--- config.mk ---
export PLATFORM = sky130hd
export DESIGN_NAME = csr_regs
export DESIGN_NICKNAME = d
export VERILOG_FILES = /design/src/csr_pkg.sv /design/src/csr_if.sv /design/src/csr_alu.sv /design/src/csr_regs.sv
export SDC_FILE = /design/constraint.sdc
export NUM_CORES = 1
export LEC_CHECK = 0
export BUFFER_PORTS_ARGS = -buffer_cell sky130_fd_sc_hd__clkbuf_2
export CORE_MARGIN = 2
export CORE_UTILIZATION = 40
export DETAILED_ROUTE_END_ITERATION = 8
export PLACE_DENSITY = 0.63
export SETUP_SLACK_MARGIN = 0.1
export SYNTH_ARGS = -nofsm -noshare
export SYNTH_HDL_FRONTEND = slang
export SYNTH_SLANG_ARGS = --single-unit
export TNS_END_PERCENT = 1
--- constraint.sdc ---
create_clock -name clk_sys -period 4.4 [get_ports clk_sys]
set_clock_uncertainty 0.2 [all_clocks]
set_input_delay 0.44 -clock clk_sys [delete_from_list [all_inputs] [get_ports clk_sys]]
set_output_delay 0.44 -clock clk_sys [all_outputs]
set_load 0.02 [all_outputs]
--- src/csr_pkg.sv ---
// package: offsets, field positions, reset values and encodings for the status/option pair
package csr_pkg;
  localparam logic [7:0] STATUS_ADDR_LO   = 8'h03;
  localparam logic [7:0] STATUS_ADDR_HI   = 8'h83;
  localparam logic [7:0] OPTION_ADDR      = 8'h81;
  localparam logic [7:0] TIMER_ADDR       = 8'h01;
  localparam logic [7:0] IRQ_CTRL_ADDR    = 8'h0b;
  localparam int         ST_BANK_BIT      = 5;
  localparam int         ST_TIMEOUT_BIT   = 4;
  localparam int         ST_POWERDOWN_BIT = 3;
  localparam int         ST_ZERO_BIT      = 2;
  localparam int         ST_NIBBLE_BIT    = 1;
  localparam int         ST_CARRY_BIT     = 0;
  localparam int         OPT_PULLUP_BIT   = 7;
  localparam int         OPT_IRQEDGE_BIT  = 6;
  localparam int         OPT_T0SRC_BIT    = 5;
  localparam int         OPT_T0EDGE_BIT   = 4;
  localparam int         OPT_PRE_WDT_BIT  = 3;
  localparam logic [7:0] STATUS_RESET     = 8'h18;
  localparam logic [7:0] OPTION_RESET     = 8'hff;
  localparam logic [7:0] STATUS_WR_MASK   = 8'h27;
  localparam logic [7:0] FLAGS_MASK       = 8'h07;
  localparam int         PRESC_WIDTH      = 8;
  // alu operation codes driven by the core
  typedef enum logic [2:0] {
    CSR_OP_NONE = 3'b000,
    CSR_OP_ADD  = 3'b001,
    CSR_OP_SUB  = 3'b010,
    CSR_OP_LOGIC = 3'b011,
    CSR_OP_ROR  = 3'b100,
    CSR_OP_ROL  = 3'b101
  } csr_op_t;
endpackage

--- src/csr_if.sv ---
// interface: alu request and flag results between top and flag unit
`timescale 1ns/1ns
interface csr_alu_if;
  csr_pkg::csr_op_t op;
  logic [7:0]       a;
  logic [7:0]       b;
  logic             carry_in;
  logic [7:0]       result;
  logic             zero;
  logic             nibble;
  logic             carry;
  logic             zc_upd;
  logic             nib_upd;
  modport core (output op, output a, output b, output carry_in,
                input result, input zero, input nibble, input carry,
                input zc_upd, input nib_upd);
  modport alu (input op, input a, input b, input carry_in,
               output result, output zero, output nibble, output carry,
               output zc_upd, output nib_upd);
endinterface

--- src/csr_alu.sv ---
// flag unit: alu result plus zero, nibble carry and carry
`timescale 1ns/1ns
module csr_alu (
  csr_alu_if.alu a_if
);
  logic [8:0] sum;
  logic [4:0] nib;
  logic [7:0] bop;

  always_comb begin
    // subtract as a plus two's complement of b, carry then reads as not-borrow
    bop = (a_if.op == csr_pkg::CSR_OP_SUB) ? (~a_if.b + 8'h01) : a_if.b;
    sum = {1'b0, a_if.a} + {1'b0, bop};
    nib = {1'b0, a_if.a[3:0]} + {1'b0, bop[3:0]};
    a_if.result   = 8'h00;
    a_if.carry    = 1'b0;
    a_if.nibble   = nib[4];
    a_if.zc_upd   = 1'b0;
    a_if.nib_upd  = 1'b0;
    case (a_if.op)
      csr_pkg::CSR_OP_ADD, csr_pkg::CSR_OP_SUB: begin
        a_if.result = sum[7:0];
        // b of zero on subtract gives carry 1: no borrow
        a_if.carry  = sum[8] | ((a_if.op == csr_pkg::CSR_OP_SUB) && (a_if.b == 8'h00));
        a_if.nibble = nib[4] | ((a_if.op == csr_pkg::CSR_OP_SUB) && (a_if.b[3:0] == 4'h0));
        a_if.zc_upd = 1'b1;
        a_if.nib_upd = 1'b1;
      end
      csr_pkg::CSR_OP_LOGIC: begin
        a_if.result = a_if.a;
        a_if.zc_upd = 1'b1;
      end
      csr_pkg::CSR_OP_ROR: begin
        a_if.result = {a_if.carry_in, a_if.a[7:1]};
        a_if.carry  = a_if.a[0];
      end
      csr_pkg::CSR_OP_ROL: begin
        a_if.result = {a_if.a[6:0], a_if.carry_in};
        a_if.carry  = a_if.a[7];
      end
      default: begin
        a_if.result = 8'h00;
      end
    endcase
    a_if.zero = (a_if.result == 8'h00);
  end
endmodule // csr_alu

--- src/csr_regs.sv ---
// top: status and option registers, prescaler, timer0 and edge logic
`timescale 1ns/1ns
module csr_regs #(
  parameter int WDT_WIDTH = 8
) (
  input  wire logic       clk_sys,
  input  wire logic       reset_n,
  input  wire logic       wr_en,
  input  wire logic [7:0] wr_addr,
  input  wire logic [7:0] wr_data,
  input  wire logic [7:0] rd_addr,
  input  wire logic [2:0] alu_op,
  input  wire logic [7:0] alu_a,
  input  wire logic [7:0] alu_b,
  input  wire logic [6:0] direct_addr,
  input  wire logic       instr_tick,
  input  wire logic       wdt_clear,
  input  wire logic       sleep_exec,
  input  wire logic       wdt_timeout,
  input  wire logic       external_irq_pin,
  input  wire logic       external_timer_clock_pin,
  input  wire logic [5:0] port_latch,
  output logic      [7:0] rd_data,
  output logic      [7:0] alu_result,
  output logic      [7:0] full_addr,
  output logic      [7:0] core_status,
  output logic      [7:0] timer_and_pin_options,
  output logic      [5:0] pullup_en,
  output logic            ext_irq_flag,
  output logic      [7:0] timer_zero,
  output logic            timer_zero_overflow,
  output logic            wdt_tick
);
  typedef struct packed {
    logic [7:0]             status;
    logic [7:0]             option;
    logic [7:0]             rd_data;
    logic [7:0]             alu_result;
    logic [7:0]             full_addr;
    logic [5:0]             pullup_en;
    logic                   irq_pin_q;
    logic                   tck_pin_q;
    logic                   ext_irq_flag;
    logic [csr_pkg::PRESC_WIDTH-1:0] presc;
    logic [7:0]             timer;
    logic                   ovf;
    logic [WDT_WIDTH-1:0]   wdt_base;
    logic                   wdt_tick;
  } csr_state_t;

  csr_state_t state_reg;
  csr_state_t state_next;
  csr_alu_if  alu_bus ();

  csr_alu u_alu (
    .a_if (alu_bus)
  );

  // divider tap: returns 1 when the low pow bits of the prescaler are all ones, so the next step wraps them
  function automatic logic presc_wrap(input logic [7:0] cnt, input logic [3:0] pow);
    logic [7:0] mask;
    mask = (8'h01 << pow) - 8'h01;
    presc_wrap = ((cnt & mask) == mask);
  endfunction

  logic       status_sel;
  logic       src_event;
  logic       timer_inc;
  logic       rise_irq;
  logic       fall_irq;
  logic       presc_step;
  logic [3:0] t0_pow;
  logic [3:0] wdt_pow;

  assign alu_bus.op       = csr_pkg::csr_op_t'(alu_op);
  assign alu_bus.a        = alu_a;
  assign alu_bus.b        = alu_b;
  assign alu_bus.carry_in = state_reg.status[csr_pkg::ST_CARRY_BIT];

  always_comb begin
    state_next = state_reg;
    status_sel = (wr_addr == csr_pkg::STATUS_ADDR_LO) || (wr_addr == csr_pkg::STATUS_ADDR_HI);
    t0_pow  = {1'b0, state_reg.option[2:0]} + 4'h1;
    wdt_pow = {1'b0, state_reg.option[2:0]};
    rise_irq = external_irq_pin & ~state_reg.irq_pin_q;
    fall_irq = ~external_irq_pin & state_reg.irq_pin_q;

    // register writes; bank, reserved and the zero, nibble and carry bits take data from software
    if (wr_en && status_sel) begin
      state_next.status = (state_reg.status & ~csr_pkg::STATUS_WR_MASK)
                        | (wr_data & csr_pkg::STATUS_WR_MASK);
      state_next.status[7:6] = wr_data[7:6];
    end
    if (wr_en && (wr_addr == csr_pkg::OPTION_ADDR)) begin
      state_next.option = wr_data;
    end

    // flag results override any data write to the same bits
    if (alu_bus.zc_upd) begin
      state_next.status[csr_pkg::ST_ZERO_BIT] = alu_bus.zero;
    end
    if (alu_bus.nib_upd) begin
      state_next.status[csr_pkg::ST_NIBBLE_BIT] = alu_bus.nibble;
    end
    if (alu_bus.nib_upd || alu_op == csr_pkg::CSR_OP_ROR || alu_op == csr_pkg::CSR_OP_ROL) begin
      state_next.status[csr_pkg::ST_CARRY_BIT] = alu_bus.carry;
    end
    state_next.alu_result = alu_bus.result;

    // reset-status flags move only on their events; time-out wins over clear
    if (wdt_clear) begin
      state_next.status[csr_pkg::ST_TIMEOUT_BIT]   = 1'b1;
      state_next.status[csr_pkg::ST_POWERDOWN_BIT] = 1'b1;
    end
    if (sleep_exec) begin
      state_next.status[csr_pkg::ST_TIMEOUT_BIT]   = 1'b1;
      state_next.status[csr_pkg::ST_POWERDOWN_BIT] = 1'b0;
    end
    if (wdt_timeout) begin
      state_next.status[csr_pkg::ST_TIMEOUT_BIT] = 1'b0;
    end

    // direct address uses the new bank bit one cycle later
    state_next.full_addr = {state_reg.status[csr_pkg::ST_BANK_BIT], direct_addr};

    state_next.pullup_en = state_reg.option[csr_pkg::OPT_PULLUP_BIT] ? 6'h00 : port_latch;

    // edge flag sets regardless of any enable; cleared by writing zero to bit 1 at IRQ_CTRL_ADDR
    state_next.irq_pin_q = external_irq_pin;
    if (state_reg.option[csr_pkg::OPT_IRQEDGE_BIT] ? rise_irq : fall_irq) begin
      state_next.ext_irq_flag = 1'b1;
    end else if (wr_en && wr_addr == csr_pkg::IRQ_CTRL_ADDR) begin
      state_next.ext_irq_flag = wr_data[1];
    end

    // timer0 source select and edge
    state_next.tck_pin_q = external_timer_clock_pin;
    if (state_reg.option[csr_pkg::OPT_T0SRC_BIT]) begin
      src_event = state_reg.option[csr_pkg::OPT_T0EDGE_BIT]
                ? (~external_timer_clock_pin & state_reg.tck_pin_q)
                : (external_timer_clock_pin & ~state_reg.tck_pin_q);
    end else begin
      src_event = instr_tick;
    end

    // one shared prescaler, stepped by whichever side owns it
    presc_step = state_reg.option[csr_pkg::OPT_PRE_WDT_BIT] ? instr_tick : src_event;
    if (presc_step) begin
      state_next.presc = state_reg.presc + 8'h01;
    end
    if (state_reg.option[csr_pkg::OPT_PRE_WDT_BIT]) begin
      timer_inc = src_event;
      state_next.wdt_tick = instr_tick && presc_wrap(state_reg.presc, wdt_pow);
    end else begin
      timer_inc = src_event && presc_wrap(state_reg.presc, t0_pow);
      state_next.wdt_tick = instr_tick;
    end
    state_next.ovf = 1'b0;
    if (timer_inc) begin
      state_next.timer = state_reg.timer + 8'h01;
      state_next.ovf   = (state_reg.timer == 8'hff);
    end
    // writing timer0 or the option register restarts the prescale count
    if (wr_en && (wr_addr == csr_pkg::TIMER_ADDR || wr_addr == csr_pkg::OPTION_ADDR)) begin
      state_next.presc = '0;
      if (wr_addr == csr_pkg::TIMER_ADDR) begin
        state_next.timer = wr_data;
      end
    end
    state_next.wdt_base = '0;

    case (rd_addr)
      csr_pkg::STATUS_ADDR_LO, csr_pkg::STATUS_ADDR_HI: state_next.rd_data = state_next.status;
      csr_pkg::OPTION_ADDR: state_next.rd_data = state_next.option;
      default:              state_next.rd_data = 8'h00;
    endcase
  end

  always_ff @(posedge clk_sys) begin
    if (!reset_n) begin
      state_reg        <= '0;
      state_reg.status <= csr_pkg::STATUS_RESET;
      state_reg.option <= csr_pkg::OPTION_RESET;
    end else begin
      state_reg <= state_next;
    end
  end

  assign rd_data               = state_reg.rd_data;
  assign alu_result            = state_reg.alu_result;
  assign full_addr             = state_reg.full_addr;
  assign core_status           = state_reg.status;
  assign timer_and_pin_options = state_reg.option;
  assign pullup_en             = state_reg.pullup_en;
  assign ext_irq_flag          = state_reg.ext_irq_flag;
  assign timer_zero            = state_reg.timer;
  assign timer_zero_overflow   = state_reg.ovf;
  assign wdt_tick              = state_reg.wdt_tick;
endmodule // csr_regs

==> qor.txt, run 1 <==
Worst-path clk slew = 80 ps
Total Neg Setup Slack = 0 ps
First-pass GRT wire length = 17000 um
Commonest cells post-synth = dfxtp_1, buf_4, nor2_1
RSZ-0062 raised after global routing = false
Multi-input logic area = 0.00211 mm2
Global route overflow = 0
Vias = 3573
Post-placement cell count = 657
Post-CTS setup buffer count = 0
Area contributors post-synth = dfxtp_1, buf_4, mux2i_1, nor2_1, ha_1
FF-to-FF path depth = 8
Net count after synthesis = 551
Tmin final = 3430 ps
Pleak = 2.10 nW
CTS Buf Count = 9
Routed Wire Length = 10200 um
RR Endpoint = timer_zero[3]$_SDFF_PN0_
WP data arrival = 3490 ps
Slew @ Worst Pin = 734 ps
Hpwl dp = 7950 um
Inserted Diodes = 0
FF-to-FF Start = timer_and_pin_options[2]$_SDFF_PN1_
Worst VDD drop = 0.156 mV
Ys flop type = dfxtp_1
Share of cells above drive strength 1 = 0.272
Gr usage total = 0.193
Sequential cell area = 0.00134 mm2
Synthesized area = 0.00400 mm2
Hold Vio Cnt, Final = 0
Placer Congestion = 0.894
H-tree depth = 3
Headroom to the max-slew limit = 0.510
Mean Syn Cell Area = 8.50 um2
CTS resizes = 0
Fin worst setup slack = 974 ps
Post-synthesis register bit count = 67
Crit share post-route = 0.779
Setup slack, reg-to-reg = 1150 ps
Site Rows = 36
Status = complete, no violations
DRT iter0 DRCs = 220
I/O pins = 122
Die Span X = 104 um
Ys async rst share = 0
Crit end category = register
Hold/Removal Path Class = in2reg
Pre-CTS setup slack = 628 ps
Initial antenna violation count = 0
Hold Worst Slack = 91.5 ps
Hold buffer count at CTS = 0
PwrDens = 314 mW/mm2
Post-layout nets = 615
Post-route DRC = 0
Final setup fails = 0
Non-filler cells, final = 673
Die Y-Extent = 104 um
Largest net degree at the start of global routing = 37
Clock sinks = 67
Wirelength per Cell = 15.2 um
Share of the yosys chip area belonging to registers = 0.335
Fmax = 292 MHz
End point of the critical path = rd_data[2]$_SDFF_PN0_
Synth top area share = 0.335
FILL cells = 980
Critical Path Start = alu_op[2]
Final antenna-violating net count = 0
Synth warn = 0
Core Area = 0.00973 mm2
Path type of the worst setup path = in2reg
Max Cap Viol = 0
Cell taking the most area after synthesis = dfxtp_1
CTS tree = built
IO Port Bufs = 121
WP data required = 4460 ps
Max FFs per register = 10
Vias in the first global route = 3446
Max-slew violations = 0
Area Growth Syn to Fin = 13.4%
Die ar. = 0.0108 mm2
Crit path launch type = input port
Worst skew pair latency = 340 ps
Clk buf depth = 2
Worst Path Max Fanout = 9
First drt pass iteration count = 4
Via density = 5.31
Clock root cell = clkbuf_8
Starting Density = 0.411
Yosys cell types = 68
Number of synthesized flops with an enable pin = 0
Cell with the most instances after synthesis = dfxtp_1
Layout Utilization = 0.466
Cell count after synthesis = 471
-- layout make-up --
class | instances | area share
Tap cell | 133 | 0.0367
Multi-Input combinational cell | 314 | 0.465
Clock inverter | 7 | 0.0223
Timing Repair Buffer | 122 | 0.135
Inverter | 21 | 0.0174
Sequential cell | 67 | 0.296
Clock buffer | 9 | 0.0273
-- cell families (layout without fill, tap and decap cells) --
family / count (synthesis) / in the layout / share of synthesized area
AO/OA/AOI/OAI: 94 / 94 / 0.165
XOR/XNOR: 18 / 18 / 0.0394
adder cells (fa/ha/maj): 15 / 15 / 0.0488
buffers and inverters: 90 / 159 / 0.137
flip-flops: 67 / 67 / 0.335
multiplexers: 25 / 25 / 0.0635
AND/OR/NAND/NOR: 162 / 162 / 0.211
-- where the power goes --
group	leakage (nW)	internal, mW	switching, mW
Sequential	0.545	0.621	0.0115
Clock	0.111	0.324	0.252
Combinational	1.45	0.0910	0.127
Total	2.10	1.04	0.390
-- how the worst min path moves through the flow --
stage | start | end | depth (start not counted)
after CTS | port_latch[1] | pullup_en[1]$_SDFF_PP0_ | 2
after floorplan | core_status[5]$_SDFF_PN0_ | full_addr[7]$_SDFF_PN0_ | 1
after detailed placement | core_status[5]$_SDFF_PN0_ | full_addr[7]$_SDFF_PN0_ | 1
after global placement | core_status[5]$_SDFF_PN0_ | full_addr[7]$_SDFF_PN0_ | 1
after global routing | port_latch[1] | pullup_en[1]$_SDFF_PP0_ | 2
final | port_latch[2] | pullup_en[2]$_SDFF_PP0_ | 2
-- metrics by stage --
stage	instance area (um2)	power [mW]
6_report	4540	1.43
5_1_grt	4540	1.50
4_1_cts	4540	1.45
3_5_place_dp	4310	0.864
3_3_place_gp	4310	0.864
2_1_floorplan	4000	0.796
-- layer usage --
layer | global-route usage | up-vias | share of wire
li1 | - | 1757 | -
met1 | 0.259 | 1629 | 0.46
met2 | 0.307 | 172 | 0.45
met3 | 0.0508 | 15 | 0.076
met4 | 0.0541 | 0 | 0.017
met5 | 0 | - | 0
-- critical path, cell delays in order --
cell       delay [ps]
clkbuf_2          140
nor2_1            190
nand2_1           230
mux2_2            310
inv_1              50
fa_1              410
xnor2_1           180
or4b_1            510
a31o_1            230
a2111oi_0         430
a41oi_1           210
o22ai_1           160
-- cell usage in the layout, fill, tap and decap left out, drive strengths merged, types with 7 or more instances in the layout --
master,n
dfxtp,67
clkbuf,130
mux2i,22
and2,18
nor2,49
xnor2,7
nand3,10
nor3,8
ha,14
nand2,29
xor2,11
o21ai,21
a31oi,8
inv,22
a21oi,15
Power figures use the tool's default switching activity.
==> inputs of run 2 (changes only) <==
PLACE_DENSITY = 0.65   (was 0.63)
clock period = 3 ns   (was 4.4 ns; I/O delays follow)
==> run 2 against run 1 <==
Effect of this change:
- die area stayed put
- final cell count increased by 5.1%
- critical endpoint unchanged
- utilization grew 3.3 points
==> qor.txt, run 2 (synthesis gave the netlist of run 1 again) <==
Clk pwr share = 0.375 (-0.028)
Worst skew pair latency = 340 ps (about the same)
Initial antenna violation count = 0 (unchanged)
Path type of the worst setup path = in2reg
Via density = 5.23 (-1.5%)
Tmin final = 2750 ps
Post-route DRC = 0 (unchanged)
Area Growth Syn to Fin = 21.4%
Max-slew violations = 0 (unchanged)
CP peak stage delay = 540 ps (+30 ps)
Worst Path Max Fanout = 2 (-7)
CTS tree = built
Inserted Diodes = 0 (unchanged)
Clk buf depth = 2 (unchanged)
I/O pins = 122 (unchanged)
Hold/Removal Path Class = in2reg
Setup slack, reg-to-reg = 290 ps (-860 ps)
Pleak = 2.26 nW (+7.7%)
Die ar. = 0.0108 mm2 (unchanged)
Hold Vio Cnt, Final = 0 (unchanged)
Routed Wire Length = 10600 um (+3.3%)
Share of cells above drive strength 1 = 0.301 (+0.0292)
IO Port Bufs = 121 (unchanged)
Fmax = 363 MHz
Clock root cell = clkbuf_8
Worst-path clk slew = 80 ps (about the same)
Critical Path Start = alu_b[0]
Logic pwr share = 0.171 (+0.018)
Total power = 2.04 mW (+43%)
FF-to-FF path depth = 9 (+1)
Crit end category = register
Crit share post-route = 0.918
Core Area = 0.00973 mm2 (unchanged)
RR Endpoint = timer_zero[3]$_SDFF_PN0_
CTS Buf Count = 9 (unchanged)
WP data arrival = 2800 ps (-690 ps)
Seq pwr share = 0.454 (+0.010)
Crit path launch type = input port
Switching share of power = 0.279 (+0.00518)
Final antenna-violating net count = 0 (unchanged)
DRT iter0 DRCs = 265 (+20%)
Leading cell type in the layout, fill and taps excluded = clkbuf_2
Status = complete, no violations
Slew @ Worst Pin = 658 ps (-76.7 ps)
RSZ-0062 raised after global routing = false
Final setup fails = 0 (unchanged)
Global route overflow = 0 (unchanged)
Switching pwr = 0.569 mW (+46%)
First drt pass iteration count = 5 (+1)
Max FFs per register = 10 (unchanged)
Vias = 3697 (+3.5%)
Hold Worst Slack = 13.8 ps (-77.7 ps)
Placer Congestion = 0.945 (+5.7%)
Gr usage total = 0.196 (+0.00284)
End point of the critical path = rd_data[2]$_SDFF_PN0_
Slowest CP cell = fa_2
Internal power = 1.47 mW (+42%)
Worst VDD drop = 0.161 mV (+2.8%)
FF-to-FF Start = timer_and_pin_options[0]$_SDFF_PN1_
H-tree depth = 3 (unchanged)
Site Rows = 36 (unchanged)
Headroom to the max-slew limit = 0.556 (+0.0451)
Die Span X = 104 um (unchanged)
Largest net degree at the start of global routing = 35 (-5.4%)
Max Cap Viol = 0 (unchanged)
CP most frequent cell = inv_1
Vias in the first global route = 3585 (+4.0%)
Commonest cells after routing, fill and taps aside = clkbuf_2, dfxtp_1, nor2_1, nand2_1, mux2i_1
FILL cells = 971 (-0.92%)
Post-layout nets = 649 (+5.5%)
PwrDens = 420 mW/mm2 (+34%)
Wirelength per Cell = 15.0 um (-1.7%)
Critical path cell sequence = clkbuf_2 -> inv_1 -> ha_1 -> mux2_4 -> inv_1 -> fa_2 -> nand2b_1 -> or4b_1 -> a31o_1 -> a2111oi_2 -> a41oi_1 -> o22ai_1
Layout Utilization = 0.499 (+0.0332)
Hpwl dp = 7890 um (-0.76%)
WP data required = 3040 ps (-1420 ps)
Clock sinks = 67 (unchanged)
First-pass GRT wire length = 17400 um (+1.8%)
Starting Density = 0.411 (unchanged)
Die Y-Extent = 104 um (unchanged)
run 2: how the worst min path moves through the flow:
| stage | from | slack, ps | cells past startpoint | endpoint |
|---|---|---|---|---|
| final | instr_tick | 10 | 3 | wdt_tick$_SDFF_PN0_ |
| after global placement | timer_zero[4]$_SDFF_PN0_ | 310 | 2 | timer_zero[4]$_SDFF_PN0_ |
| after CTS | instr_tick | 2 | 3 | wdt_tick$_SDFF_PN0_ |
| after global routing | instr_tick | 20 | 3 | wdt_tick$_SDFF_PN0_ |
| after floorplan | wdt_timeout | 220 | 1 | core_status[4]$_SDFF_PN1_ |
| after detailed placement | timer_zero[7]$_SDFF_PN0_ | 310 | 1 | timer_zero_overflow$_SDFF_PN0_ |
run 2: metrics by stage:
stage          setup slack, ps  TNS (ps)  cells  area (um2)
6_report                   247         0    707        4860
5_1_grt                    129         0    707        4860
4_1_cts                    113         0    706        4830
3_5_place_dp             -86.1     -86.1    674        4470
3_3_place_gp              13.0         0    674        4470
2_1_floorplan             95.7         0    471        4040
run 2: power groups by stage:
stage,logic [mW],registers [mW],clock network (mW)
global route,0.383,0.932,0.829
floorplan,0.230,0.944,0
detailed placement,0.329,0.949,0
finish,0.349,0.928,0.765
global placement,0.324,0.948,0
CTS,0.347,0.928,0.779
run 2: critical path: cells and delay by family:
family | cells | cell delay, ps
AOI/OAI and AO/OA | 4 | 840
adders and majority gates | 2 | 810
buffers and inverters | 3 | 180
muxes | 1 | 140
and+or+nand+nor | 2 | 530
run 2: routing by layer:
layer	vias to the layer above	track usage	routed length (um)
met2	133	0.322	4850
met1	1721	0.258	4960
li1	1827	-	-
met4	0	0.0647	168
met5	-	0	0
met3	16	0.0401	589
run 2: layout make-up:
cell class	instances	area (um2)	share of cell area
Clock buffer	10	138	0.0283
Clock inverter	6	65.1	0.0134
Inverter	21	78.8	0.0162
Multi-Input combinational cell	314	2160	0.445
Sequential cell	67	1340	0.276
Tap cell	133	166	0.0343
Timing Repair Buffer	156	908	0.187
run 2: timing repair:
action                     CTS  global route
gates resized for setup      0             4
hold endpoints to repair    17             0
setup buffers                0             1
setup endpoints to repair    0             8
hold buffers                16             0
==> inputs of run 3 (changes only) <==
MAX_ROUTING_LAYER = met4   (was not set)
SLEW_MARGIN = 15   (was not set)
==> run 3 against run 2 <==
Effect of this change:
- global-route usage increased by 0.61 points
- sequential cell count stayed put
- largest cell class unchanged
- power decreased by 0.87%
- register-to-register slack barely moved
- count of clock-buffer cells in the layout grew 1
- sequential share of layout area about the same
- combinational power up 1%
- utilization fell by 0.090 points
- critical path depth rose by 1
- routed wire length is 0.65% higher
- fmax grew 0.68%
- non-clock buffer count rose by 2
==> qor.txt, run 3 (synthesis gave the netlist of run 1 again) <==
Status = complete, no violations
Headroom to the max-slew limit = 0.607 (+0.0510)
Final setup fails = 0 (unchanged)
Die Span X = 104 um (unchanged)
Hold/Removal Path Class = in2reg
Vias = 3708 (+0.30%)
H-tree depth = 3 (unchanged)
Starting Density = 0.411 (unchanged)
Pre-CTS setup slack = -39.2 ps (+46.9 ps)
Share of cells above drive strength 1 = 0.297 (-0.00400)
First-pass GRT wire length = 17400 um (+0.16%)
Placed cell areas = 0.00448 mm2 (+0.34%)
Final antenna-violating net count = 0 (unchanged)
DRT iter0 DRCs = 239 (-9.8%)
Worst skew pair latency = 340 ps (about the same)
Vias in the first global route = 3600 (+0.42%)
Tmin final = 2730 ps (-18.6 ps)
Core Area = 0.00973 mm2 (unchanged)
Global route overflow = 0 (unchanged)
Non-filler cells, final = 708 (+0.14%)
Post-placement cell count = 676 (+0.30%)
Clock root cell = clkbuf_8
WP data arrival = 2740 ps (-60 ps)
Crit end category = register
IO Port Bufs = 121 (unchanged)
CTS tree = built
Site Rows = 36 (unchanged)
Worst Path Max Fanout = 3 (+1)
Layout Utilization = 0.498 (-0.000900)
Die Y-Extent = 104 um (unchanged)
Slew @ Worst Pin = 582 ps (-75.5 ps)
First drt pass iteration count = 7 (+2)
Clk buf depth = 2 (unchanged)
Via density = 5.24 (+0.16%)
Path type of the worst setup path = in2reg
Leading cell type in the layout, fill and taps excluded = clkbuf_2
Post-layout nets = 651 (+0.31%)
Max-slew violations = 0 (unchanged)
Fmax = 366 MHz (+0.68%)
Worst-path clk slew = 80 ps (about the same)
Clock sinks = 67 (unchanged)
Max Cap Viol = 0 (unchanged)
Hold Vio Cnt, Final = 0 (unchanged)
WP data required = 3010 ps (-30 ps)
Finished Cell Area = 0.00485 mm2 (-0.18%)
Largest net degree at the start of global routing = 35 (unchanged)
Crit path launch type = input port
Routed Wire Length = 10600 um (+0.65%)
Total power = 2.02 mW (-0.87%)
Die ar. = 0.0108 mm2 (unchanged)
Fin worst setup slack = 266 ps (+18.6 ps)
Post-route DRC = 0 (unchanged)
PwrDens = 417 mW/mm2 (-0.69%)
Hpwl dp = 8060 um (+2.1%)
CTS Buf Count = 9 (unchanged)
Gr usage total = 0.202 (+0.00610)
FILL cells = 950 (-2.2%)
Initial antenna violation count = 0 (unchanged)
Crit share post-route = 0.911 (-0.00621)
Commonest cells after routing, fill and taps aside = clkbuf_2, dfxtp_1, nor2_1, nand2_1, mux2i_1
Pleak = 2.26 nW (about the same)
Area Growth Syn to Fin = 21.2%
RSZ-0062 raised after global routing = true
I/O pins = 122 (unchanged)
Worst VDD drop = 0.198 mV (+23%)
Max FFs per register = 10 (unchanged)
Inserted Diodes = 0 (unchanged)
Placer Congestion = 0.938 (-0.70%)
Wirelength per Cell = 15.0 um (+0.51%)
-- run 3: worst max-delay path, cell delays in order --
cell and delay [ps]:
clkbuf_2 90, inv_1 50, ha_1 170, nor3b_1 280, nor2_1 100, xor2_1 200
ha_1 300, a2111o_1 380, a31oi_1 190, nand3b_1 130, a31oi_1 110, a41oi_1 310
o22ai_1 130
-- run 3: final timing paths --
path                                   end  cells past startpoint  slack [ps]                           startpoint
hold / removal    timer_zero[3]$_SDFF_PN0_                      3          40                           wr_data[3]
hold reg to reg    full_addr[7]$_SDFF_PN0_                      1         310            core_status[5]$_SDFF_PN0_
setup / recovery     rd_data[2]$_SDFF_PN0_                     13         270                             alu_b[0]
setup reg to reg  timer_zero[1]$_SDFF_PN0_                     10         300  timer_and_pin_options[1]$_SDFF_PN1_
-- run 3: through the flow --
step | setup TNS, ps | hold slack (ps)
6_report | 0 | 37.6
5_1_grt | 0 | 41.9
4_1_cts | 0 | 26.4
3_5_place_dp | -39.2 | 303
3_3_place_gp | 0 | 306
2_1_floorplan | 0 | 216
-- run 3: per-layer routing --
metal	vias to the layer above	part of all wire	global-route usage
met5	-	0	-
met4	0	0.017	0.0618
met3	17	0.064	0.0426
met2	162	0.46	0.327
met1	1705	0.46	0.255
li1	1824	-	-
-- run 3: where the power goes --
group	switching (mW)	internal [mW]
registers	0.0168	0.912
clock network	0.341	0.402
logic	0.195	0.157
-- run 3: area by class of cell --
class / instances / area [um2] / area share
sequential: 67 / 1340 / 0.277
multi-input combinational: 314 / 2140 / 0.442
inverter: 21 / 78.8 / 0.0163
timing repair buffer: 158 / 926 / 0.191
clock inverter: 4 / 51.3 / 0.0106
tap: 133 / 166 / 0.0343
clock buffer: 11 / 141 / 0.0292
-- run 3: repair_timing --
item / in CTS / in global routing
hold buffers: 17 / 0
setup buffers: 0 / 0
endpoints found under the setup margin: 0 / 9
hold endpoints to repair: 18 / 0
resized for setup: 0 / 3
